[config.mk]
export PLATFORM = sky130hd
export DESIGN_NAME = wdr_top
export DESIGN_NICKNAME = d
export VERILOG_FILES = /design/src/wdr_pkg.sv /design/src/wdr_top.sv
export SDC_FILE = /design/constraint.sdc
export NUM_CORES = 1
export LEC_CHECK = 0
export ABC_AREA = 1
export ABC_CLOCK_PERIOD_IN_PS = 4600
export BUFFER_PORTS_ARGS = -buffer_cell sky130_fd_sc_hd__buf_2
export CAP_MARGIN = 5
export CORE_UTILIZATION = 31
export CTS_CLUSTER_SIZE = 12
export DETAILED_ROUTE_END_ITERATION = 8
export GPL_TIMING_DRIVEN = 1
export PLACE_DENSITY = 0.63
export SYNTH_ARGS = -nofsm -noshare
export SYNTH_HDL_FRONTEND = slang
export SYNTH_SLANG_ARGS = --single-unit
[constraint.sdc]
create_clock -name clk_i -period 4.6 [get_ports clk_i]
set_input_delay 0.69 -clock clk_i [delete_from_list [all_inputs] [get_ports clk_i]]
set_output_delay 0.69 -clock clk_i [all_outputs]
set_load 0.05 [all_outputs]
[src/wdr_pkg.sv]
package wdr_pkg;
    // ==========================================
    // register offsets (byte addresses, one word each)
    localparam logic [3:0] ADDR_CTRL = 4'h0;
    localparam logic [3:0] ADDR_COUNT = 4'h4;
    localparam logic [3:0] ADDR_MODE = 4'h8;
    localparam logic [3:0] ADDR_PMODE = 4'hc;
    localparam logic [3:0] ADDR_IRQ_STAT = 4'h0 + 4'h0;
    // ==========================================
    // control/status and source-select field positions
    localparam int BIT_ENA_WI = 5;
    localparam int BIT_WE = 4;
    localparam int BIT_RUN_WI = 3;
    localparam int BIT_RUN = 2;
    localparam int BIT_FLAG_WI = 1;
    localparam int BIT_FLAG = 0;
    localparam int BIT_CLK_SEL = 0;
    // ==========================================
    // mode register, counter values, prescale and internal reset length
    localparam logic [3:0] MODE_RESET = 4'hf;
    localparam logic [7:0] MODE_RSVD = 8'hf0;
    localparam logic [7:0] COUNT_RESET = 8'h00;
    localparam logic [7:0] COUNT_MAX = 8'hff;
    localparam int FIXED_DIV = 8192;
    localparam int SUB_DIV = 32;
    localparam int SEL_DIV_BASE_LOG2 = 6;
    localparam int OSC_RESET_CYCLES = 512;
    localparam int PRE_W = 13;
    // ==========================================
    // second address bank: interrupt status/clear/enable
    localparam logic [5:0] ADDR_ISTAT = 6'h10;
    localparam logic [5:0] ADDR_ICLR = 6'h14;
    localparam logic [5:0] ADDR_IEN = 6'h18;
    localparam int IRQ_OVF = 0;
    localparam int IRQ_RST_END = 1;

    typedef enum logic [4:0] {
        WDR_PM_ACTIVE = 5'b00001,
        WDR_PM_SLEEP = 5'b00010,
        WDR_PM_WATCH = 5'b00100,
        WDR_PM_SUBACT = 5'b01000,
        WDR_PM_SUBSLP = 5'b10000
    } wdr_pmode_t;

    typedef struct packed {
        logic standby;
        logic mod_standby;
        wdr_pmode_t mode;
    } wdr_power_t;

    typedef struct packed {
        logic cyc;
        logic stb;
        logic we;
        logic [3:0] sel;
        logic [5:0] adr;
        logic [31:0] dat;
    } wdr_wb_req_t;
endpackage

[src/wdr_top.sv]
// Our own choices: the Wishbone register port and the address map.
`timescale 1ns/1ns
`default_nettype none
// Operation
// - variant one: system/8192 or sub/32
// - variant two: mode source or sub/32
// - run on protected write, enable already set
// - variant two runs from reset release
// - tick at all-ones overflows, internal reset
// - internal reset lasts 512 oscillator cycles
// - counter writable, counts from written value
// - variant one sub-active needs sub/32 source
// - variant one low-power halts, registers hold
// - variant two low-power needs sub/32 or oscillator
// - variant two standby needs oscillator; module standby halts
// - protected bits need write-inhibit zero, enable
// - overflow sets flag; protected clear only
// - mode code selects system divide or oscillator
// - clearing run bit halts, keeps count
module wdr_top
    import wdr_pkg::*;
#(
    parameter bit VARIANT_TWO = 1'b0,
    parameter int RST_OSC_CYCLES = wdr_pkg::OSC_RESET_CYCLES
) (
    input wire logic clk_i,
    input wire logic rst_i,
    input wire logic ce_i,
    input wire logic sub_tick_i,
    input wire logic osc_tick_i,
    input wire wdr_pkg::wdr_power_t power_i,
    input wire wdr_pkg::wdr_wb_req_t wb_req_i,
    output logic [31:0] wb_dat_o,
    output logic wb_ack_o,
    output logic wdt_int_reset_o,
    output logic irq_o
);
    import wdr_pkg::*;

    // ==========================================
    // bus decode
    logic ack_q;
    logic [31:0] rdat_q;
    // ack_q in the take term keeps one request from being taken twice
    wire acc = wb_req_i.cyc & wb_req_i.stb & ~ack_q;
    wire wr = acc & wb_req_i.we & wb_req_i.sel[0];
    wire [7:0] wd = wb_req_i.dat[7:0];
    wire sel_ctrl = wb_req_i.adr == {2'b00, ADDR_CTRL};
    wire sel_count = wb_req_i.adr == {2'b00, ADDR_COUNT};
    wire sel_mode = (wb_req_i.adr == {2'b00, ADDR_MODE}) & VARIANT_TWO;
    wire sel_pmode = wb_req_i.adr == {2'b00, ADDR_PMODE};
    wire sel_icl = wb_req_i.adr == ADDR_ICLR;
    wire sel_ien = wb_req_i.adr == ADDR_IEN;
    wire sel_ist = wb_req_i.adr == ADDR_ISTAT;

    // ==========================================
    // registers
    // count and mode hold their value across every halted power state
    logic we_q;
    logic run_q;
    logic flag_q;
    logic clk_sel_q;
    logic [3:0] mode_q;
    logic [7:0] count_q;
    logic [PRE_W-1:0] pre_q;
    logic [4:0] sub_pre_q;
    logic [9:0] rst_cnt_q;
    logic rst_act_q;
    logic [1:0] ist_q;
    logic [1:0] ien_q;

    // ==========================================
    // clock source selection
    // oscillator for codes 0xxx
    wire use_osc = VARIANT_TWO & ~clk_sel_q & ~mode_q[3];
    wire [3:0] div_log2 = 4'(SEL_DIV_BASE_LOG2) + {1'b0, mode_q[2:0]};
    wire [PRE_W-1:0] sel_mask = PRE_W'((1 << div_log2) - 1);
    wire [PRE_W-1:0] fix_mask = PRE_W'(FIXED_DIV - 1);
    // masks on one free-running counter give every system-clock ratio without extra counters
    wire [PRE_W-1:0] div_mask = VARIANT_TWO ? sel_mask : fix_mask;
    wire sys_tick = (pre_q & div_mask) == '0;
    // sub/32 fires on every 32nd sub-clock pulse
    wire sub_tick = sub_tick_i & (sub_pre_q == 5'(SUB_DIV - 1));
    logic src_tick;
    always_comb begin
        if (clk_sel_q) begin
            src_tick = sub_tick;
        end else if (use_osc) begin
            src_tick = osc_tick_i;
        end else begin
            src_tick = sys_tick;
        end
    end

    // ==========================================
    // operating-state gating
    // power state only gates the block; it never clears watchdog state
    logic op_ok;
    always_comb begin
        op_ok = 1'b1;
        if (power_i.mod_standby) begin
            op_ok = 1'b0;
        end else if (!VARIANT_TWO) begin
            if (power_i.standby) begin
                op_ok = 1'b0;
            end else if (power_i.mode == WDR_PM_SUBACT) begin
                op_ok = clk_sel_q;
            end else if (power_i.mode != WDR_PM_ACTIVE && power_i.mode != WDR_PM_SLEEP) begin
                op_ok = 1'b0;
            end
        end else begin
            if (power_i.standby) begin
                op_ok = use_osc;
            end else if (power_i.mode != WDR_PM_ACTIVE && power_i.mode != WDR_PM_SLEEP) begin
                op_ok = clk_sel_q | use_osc;
            end
        end
    end

    // control, count and mode writes that arrive while halted are acknowledged but dropped
    wire run = ce_i & op_ok;
    wire wr_ok = wr & run;
    wire ctrl_wr = wr_ok & sel_ctrl;
    // write enable and its inhibit bit
    wire we_wr = ctrl_wr & ~wd[BIT_ENA_WI];
    // protected bits need write enable already set
    wire run_wr = ctrl_wr & we_q & ~wd[BIT_RUN_WI];
    wire flag_clr = ctrl_wr & we_q & ~wd[BIT_FLAG_WI] & ~wd[BIT_FLAG];
    wire count_wr = wr_ok & sel_count;
    wire mode_wr = wr_ok & sel_mode;
    // source select stays writable in every power state to wake a halted counter
    wire pmode_wr = wr & sel_pmode;
    wire cnt_tick = run & run_q & src_tick;
    wire ovf = cnt_tick & (count_q == COUNT_MAX);
    wire rst_done = ce_i & rst_act_q & osc_tick_i & (rst_cnt_q == 10'(RST_OSC_CYCLES - 1));

    // ==========================================
    // prescalers run freely while the block is clocked
    always_ff @(posedge clk_i) begin
        if (rst_i) begin
            pre_q <= '0;
        end else if (ce_i) begin
            pre_q <= pre_q + 1'b1;
        end
    end

    // the sub-clock divider only advances on sub-clock pulses
    always_ff @(posedge clk_i) begin
        if (rst_i) begin
            sub_pre_q <= '0;
        end else if (ce_i && sub_tick_i) begin
            sub_pre_q <= sub_pre_q + 1'b1;
        end
    end

    // ==========================================
    // control/status register
    always_ff @(posedge clk_i) begin
        if (rst_i) begin
            we_q <= 1'b0;
        end else if (ce_i && we_wr) begin
            we_q <= wd[BIT_WE];
        end
    end

    always_ff @(posedge clk_i) begin
        if (rst_i) begin
            run_q <= VARIANT_TWO;
        end else if (ce_i && run_wr) begin
            run_q <= wd[BIT_RUN];
        end
    end

    // overflow is tested first so a racing clear cannot lose the event
    always_ff @(posedge clk_i) begin
        if (rst_i) begin
            flag_q <= 1'b0;
        end else if (ce_i) begin
            if (ovf) begin
                flag_q <= 1'b1;
            end else if (flag_clr) begin
                flag_q <= 1'b0;
            end
        end
    end

    // ==========================================
    // counter, mode and source select
    always_ff @(posedge clk_i) begin
        if (rst_i) begin
            count_q <= COUNT_RESET;
        end else if (ce_i) begin
            if (count_wr) begin
                count_q <= wd;
            end else if (cnt_tick) begin
                count_q <= count_q + 1'b1;
            end
        end
    end

    always_ff @(posedge clk_i) begin
        if (rst_i) begin
            mode_q <= MODE_RESET;
        end else if (ce_i && mode_wr) begin
            mode_q <= wd[3:0];
        end
    end

    always_ff @(posedge clk_i) begin
        if (rst_i) begin
            clk_sel_q <= 1'b0;
        end else if (ce_i && pmode_wr) begin
            clk_sel_q <= wd[BIT_CLK_SEL];
        end
    end

    // ==========================================
    // internal reset pulse
    // 512 oscillator cycles
    // a second overflow inside the pulse is not allowed to stretch it
    wire rst_start = ovf & ~rst_act_q;
    wire rst_step = rst_act_q & osc_tick_i;
    always_ff @(posedge clk_i) begin
        if (rst_i) begin
            rst_act_q <= 1'b0;
        end else if (ce_i) begin
            if (rst_start) begin
                rst_act_q <= 1'b1;
            end else if (rst_done) begin
                rst_act_q <= 1'b0;
            end
        end
    end

    // the length counter restarts with every new pulse
    always_ff @(posedge clk_i) begin
        if (rst_i) begin
            rst_cnt_q <= '0;
        end else if (ce_i) begin
            if (rst_start) begin
                rst_cnt_q <= '0;
            end else if (rst_step) begin
                rst_cnt_q <= rst_cnt_q + 1'b1;
            end
        end
    end

    // ==========================================
    // interrupt status, clear and enable
    wire [1:0] ev = {rst_done, ovf};
    wire [1:0] iclr = (wr && sel_icl) ? wd[1:0] : 2'b00;
    wire ien_wr = wr & sel_ien;
    logic [1:0] ist_d;
    // one sticky bit per event; events win over a same-cycle clear
    for (genvar gi = 0; gi < 2; gi++) begin : g_irq
        assign ist_d[gi] = (ist_q[gi] & ~iclr[gi]) | ev[gi];
    end

    always_ff @(posedge clk_i) begin
        if (rst_i) begin
            ist_q <= '0;
        end else if (ce_i) begin
            ist_q <= ist_d;
        end
    end

    always_ff @(posedge clk_i) begin
        if (rst_i) begin
            ien_q <= '0;
        end else if (ce_i && ien_wr) begin
            ien_q <= wd[1:0];
        end
    end

    // ==========================================
    // read data and acknowledge
    // bits 5, 3 and 1 are the inhibit bits, which always read back as one
    wire [7:0] ctrl_rd = {2'b00, 1'b1, we_q, 1'b1, run_q, 1'b1, flag_q};
    logic [31:0] rmux;
    always_comb begin
        rmux = 32'h0000_0000;
        if (sel_ctrl) begin
            rmux = {24'h000000, ctrl_rd};
        end
        if (sel_count) begin
            rmux = {24'h000000, count_q};
        end
        if (sel_mode) begin
            rmux = {24'h000000, MODE_RSVD | {4'h0, mode_q}};
        end
        if (sel_pmode) begin
            rmux = {31'h0, clk_sel_q};
        end
        if (sel_ist) begin
            rmux = {30'h0, ist_q};
        end
        if (sel_ien) begin
            rmux = {30'h0, ien_q};
        end
    end

    // ack ignores the clock enable so a frozen block never hangs the bus
    always_ff @(posedge clk_i) begin
        if (rst_i) begin
            ack_q <= 1'b0;
        end else begin
            ack_q <= acc;
        end
    end

    always_ff @(posedge clk_i) begin
        if (rst_i) begin
            rdat_q <= '0;
        end else if (acc) begin
            rdat_q <= rmux;
        end
    end

    assign wb_ack_o = ack_q;
    assign wb_dat_o = rdat_q;
    assign wdt_int_reset_o = rst_act_q;
    // a level from registers: it holds until software clears the status
    assign irq_o = |(ist_q & ien_q);
endmodule
`default_nettype wire

# Word level (Yosys, flattened, before mapping)
# Cells that the tools add are included.
# totals
word_cells	102
register_bits	78
output_inout_bits	35
input_bits	57
# op_classes
n_reduce_logical	18
n_bitwise	37
n_mux	19
addsub	4
eq_ne	11
# ops
op	count
$mux W32	4
$and A1 B1 Y1	26
$mux W10	2
$eq A6 B5 Y1 const B	3
$mux W8	2
$add A13 B1 Y13 const B	1
$logic_not A13 Y1	1
$add A10 B1 Y10 const B	1
$eq A10 B9 Y1 const B	1
$mux W1	9
$add A8 B1 Y8 const B	1
$eq A8 B8 Y1 const B	1
$not A1 Y1	8
$reduce_and A2 Y1	4
$reduce_bool A2 Y1	4
$logic_and A1 B1 Y1	7
$eq A6 B3 Y1 const B	1
$eq A6 B4 Y1 const B	1
$logic_not A6 Y1	1
$mux W6	1
$add A5 B1 Y5 const B	1
$eq A5 B4 Y1 const B	1
$eq A5 B5 Y1 const B	1
$ne A5 B1 Y1 const B	1
other kinds (5)	6

# Logic depth before layout (Yosys ltp)
# logic_depth
ltp_word	14
mapped_depth	14
ltp_nobuf	13

# Worst setup path after synthesis
# OpenSTA, ideal clock, no wires.
# synth_path
path_kind	input-to-reg
start	in wb_req_i[44] (netlist name)
end	reg count_q[5]
t_arrival_ns	1.611
t_required_ns	4.487
path_stages	10
setup_ns	0.113
n_path_buf	1
setup_slack_ns	2.876
path_cell_list	nand2_1 -> nor2_4 -> inv_4 -> nor2_8 -> nand3_4 -> buf_6 -> o21ai_1 -> nand2_1 -> nand2_1 -> nor2_1
# synth_via
elab_chain_len	8
word_cells_on_any_way	9
cone_classes	mux: 1; bitwise: 6; reduce/logical: 2
# synth_rtl
item	line	text
start, declared	wdr_top.sv:32	input wire wdr_pkg::wdr_wb_req_t wb_req_i,
$and A1 B1 Y1 (*) (2 in series)	wdr_top.sv:45	wire acc = wb_req_i.cyc & wb_req_i.stb & ~ack_q;
$and A1 B1 Y1 (*) (2 in series)	wdr_top.sv:46	wire wr = acc & wb_req_i.we & wb_req_i.sel[0];
$and A1 B1 Y1 (*)	wdr_top.sv:122	wire wr_ok = wr & run;
$and A1 B1 Y1 (*)	wdr_top.sv:129	wire count_wr = wr_ok & sel_count;
$reduce_bool A2 Y1 (no line)	--	
$reduce_and A2 Y1 (no line)	--	
end signal, assigned	wdr_top.sv:194	count_q <= wd;
end signal, assigned	wdr_top.sv:196	count_q <= count_q + 1'b1;
end, declared	wdr_top.sv:64	logic [7:0] count_q;
# Mark *: on every way between the ends. The rest lies on a longest branch, timed or not.
# A chain may end at the register's enable or synchronous reset.

# Final worst setup path
# layout_path
start	reg sub_pre_q[1]
end	reg rst_cnt_q[4]
# layout_via
elab_chain_len	8
word_cells_on_any_way	9
cone_classes	eq/ne: 1; mux: 2; bitwise: 4; reduce/logical: 2
# layout_rtl
item	line	text
start, declared	wdr_top.sv:66	logic [4:0] sub_pre_q;
start signal, assigned	wdr_top.sv:152	sub_pre_q <= sub_pre_q + 1'b1;
$eq A5 B5 Y1 (*)	wdr_top.sv:83	wire sub_tick = sub_tick_i & (sub_pre_q == 5'(SUB_DIV - 1));
$and A1 B1 Y1 (*)	wdr_top.sv:83	
$mux W1 (*)	wdr_top.sv:86	if (clk_sel_q) begin
$and A1 B1 Y1 (*)	wdr_top.sv:133	wire cnt_tick = run & run_q & src_tick;
$and A1 B1 Y1 (*)	wdr_top.sv:134	wire ovf = cnt_tick & (count_q == COUNT_MAX);
$and A1 B1 Y1 (*)	wdr_top.sv:221	wire rst_start = ovf & ~rst_act_q;
$reduce_bool A2 Y1 (no line)	--	
$reduce_and A2 Y1 (no line)	--	
end signal, assigned	wdr_top.sv:243	rst_cnt_q <= rst_cnt_q + 1'b1;
end, declared	wdr_top.sv:67	logic [9:0] rst_cnt_q;
# Marked as above.

==> reports/summary.txt <==
status = completed
CTS buffer count = 5
starting density of the core = 32.2%
Max IR drop VDD = 0.119 mV
min cycle time layout = 1.99 ns
Slew Limit Fails = 0
CTS tree = built
LEAKAGE = 1.54 nW
post-CTS sizing = 0
vias in the first global route = 2635
fraction of the cycle the final worst path needs = 43.3%
Max Clock Freq = 0.503 GHz
die footprint = 10700 um^2
Power, Total = 0.909 mW
Reg-to-Reg Start = sub_pre_q[1]
Post-DRT Antenna Nets = 0
drt first-iter violations = 126
crit end category = register
Worst Setup EP = rst_cnt_q[4]
core outline area = 9860 um^2
MaxCap Viol Count = 0
initial antenna violation count = 0
R2R setup slack = 2.61 ns
critical path required time = 4.83 ns
CP max FO = 12
terminus of the critical flop-to-flop path = rst_cnt_q[4]
Synth Area per Inst = 7.14 um^2
wire per inst = 11.2 um
Vias per Instance = 4.55
DRC = 0
critical path launch point = sub_pre_q[1]
RSZ-0062 raised after global routing = no
Tot GR Track Use = 14.1%
#FFs+latches synth = 54
drt pass-1 iters = 4
final setup fails = 0
post-route cell area = 3490 um^2
worst r2r path cells = 12
WS Path Type = register to register
DP HPWL = 5100 um
Power Density = 261 nW/um^2
Netlist Area Pre-Place = 3180 um^2
worst-skew pair later-pin latency = 0.31 ns
Hold Crit Class = register to register
global-route wire length before repair = 11700 um
Worst slew margin = 38.6%
hold path depth = 2
asr flop ratio synth = 0%
critical path startpoint category = register
Inserted Diodes = 0
pin count of the biggest net entering global routing = 31
sequential fraction of the synthesis area = 34.0%
Reg clk slew, reported paths = 0.10 ns
post-synth cell types = 43
die width = 103 um
PnR worst setup slack = 2.61 ns
routed wire length = 6860 um
Main synth FF type = dfxtp_1
Rows = 36
hold buffer count at CTS = 0
clock root cell = clkbuf_8
# Post-CTS Setup Buffers = 0
Overflow after GRT = 0
# IOs = 92
Final Hold Fails = 0
htree depth = 2
Placer Congestion = 0.825
Worst-Margin Slew = 0.919 ns
Synth Instances = 445
post-layout util = 35.4%
DP Cell Count = 606
Sum Neg Setup Slack = 0 ns
port bufs = 40
YS warnings = 0
pre-CTS WS = 2.26 ns
share of layout cells above drive strength 1 = 16.2%
Setup Skew = 0.0115 ns
Layout area overhead = 9.85%
clk buf depth = 2
Final #Nets = 543
Finished Layout Cells = 614
Die Height = 103 um
hold slack final = 0.467 ns
EDFF count, synth = 0
Crit path arrival time = 2.22 ns
Clock Sinks = 54
DP Area = 3380 um^2
vias = 2791
registers in the layout, indices dropped and copies added, names as in the netlist:
register         cells
pre_q               13
rst_cnt_q           10
count_q              8
wb_dat_o             8
sub_pre_q            5
ien_q                2
ist_q                2
clk_sel_q            1
flag_q               1
run_q                1
wb_ack_o             1
wdt_int_reset_o      1
we_q                 1
cells in the final DEF, fill, tap and decap left out, types with 2 or more instances in the layout:
cell type	count
o211ai_1	2
nand2_2	3
inv_2	3
nor2_2	2
nand4_1	8
xor2_1	12
nor2_4	5
inv_1	60
nand2_1	59
a31oi_1	2
conb_1	24
clkinv_2	2
nand3_4	2
nor3_1	5
nor2_1	59
dfxtp_1	54
o21ai_0	32
nand2_4	3
buf_2	40
clkbuf_8	5
o21ai_2	2
ha_1	6
nor4_1	2
o21ai_1	13
a21oi_1	33
nand3_1	26
layer usage:
metal  vias up  GRT usage, %  wire length [um]
met5         -             0                 0
met3        10          3.02               343
met1      1258          17.2              3180
li1       1458             -                 -
met2        65          25.0              3240
met4         0          4.23                93
synth_stat cells, types with 5 or more instances:
cell / instances / share of area, %
nor2_4: 5 / 1.8
o21ai_0: 32 / 5.0
a21oi_1: 33 / 5.2
nor3_1: 5 / 0.79
o21ai_1: 13 / 2.0
nand2_1: 59 / 7.0
xor2_1: 12 / 3.3
dfxtp_1: 54 / 34
ha_1: 6 / 2.4
nor2_1: 59 / 7.0
buf_4: 25 / 5.9
inv_1: 60 / 7.1
nand3_1: 26 / 4.1
clkbuf_1: 6 / 0.71
nand4_1: 8 / 1.6
cell type report:
cell class | count | area [um^2]
Timing Repair Buffer | 40 | 200
Clock buffer | 5 | 68.8
Inverter | 64 | 243
Tap cell | 133 | 166
Fill cell | 1054 | 6370
Sequential cell | 54 | 1080
Clock inverter | 3 | 40.0
Multi-Input combinational cell | 315 | 1690
how the worst min path moves through the flow:
stage | from | end | slack, ns
after detailed placement | wb_dat_o[7] | wb_dat_o[7] | 0.45
after global routing | wb_dat_o[5] | wb_dat_o[5] | 0.49
after CTS | wb_dat_o[3] | wb_dat_o[3] | 0.47
after floorplan | sub_pre_q[2] | sub_pre_q[2] | 0.44
after global placement | wb_dat_o[6] | wb_dat_o[6] | 0.45
final | wb_dat_o[7] | wb_dat_o[7] | 0.47
critical path, cell delays in order, from the launching register on:
cell	delay, ns
dfxtp_1	0.37
ha_1	0.17
nand2_1	0.06
nor2_1	0.10
ha_1	0.15
nand2_1	0.06
nand2_1	0.07
nand2_1	0.08
nor2_4	0.17
nand4_4	0.23
nand2_4	0.21
nand3_1	0.10
a21oi_1	0.15
cell families (layout without fill, tap and decap cells):
| family | Yosys count | after routing | share of synthesized area (%) |
|---|---|---|---|
| AND/OR/NAND/NOR | 182 | 182 | 28.8 |
| buffers and inverters | 99 | 112 | 15.5 |
| AO/OA/AOI/OAI | 90 | 90 | 15.6 |
| flip-flops | 54 | 54 | 34.0 |
| XOR/XNOR | 13 | 13 | 3.58 |
| adder cells (fa/ha/maj) | 6 | 6 | 2.36 |
| other | 1 | 24 | 0.118 |
report_power, final:
| group | internal [mW] | switching (mW) | total, mW |
|---|---|---|---|
| clock | 0.161 | 0.160 | 0.321 |
| combinational | 0.0226 | 0.0900 | 0.113 |
| sequential | 0.472 | 0.00359 | 0.476 |
No activity file was read; power rests on OpenSTA's default activity.
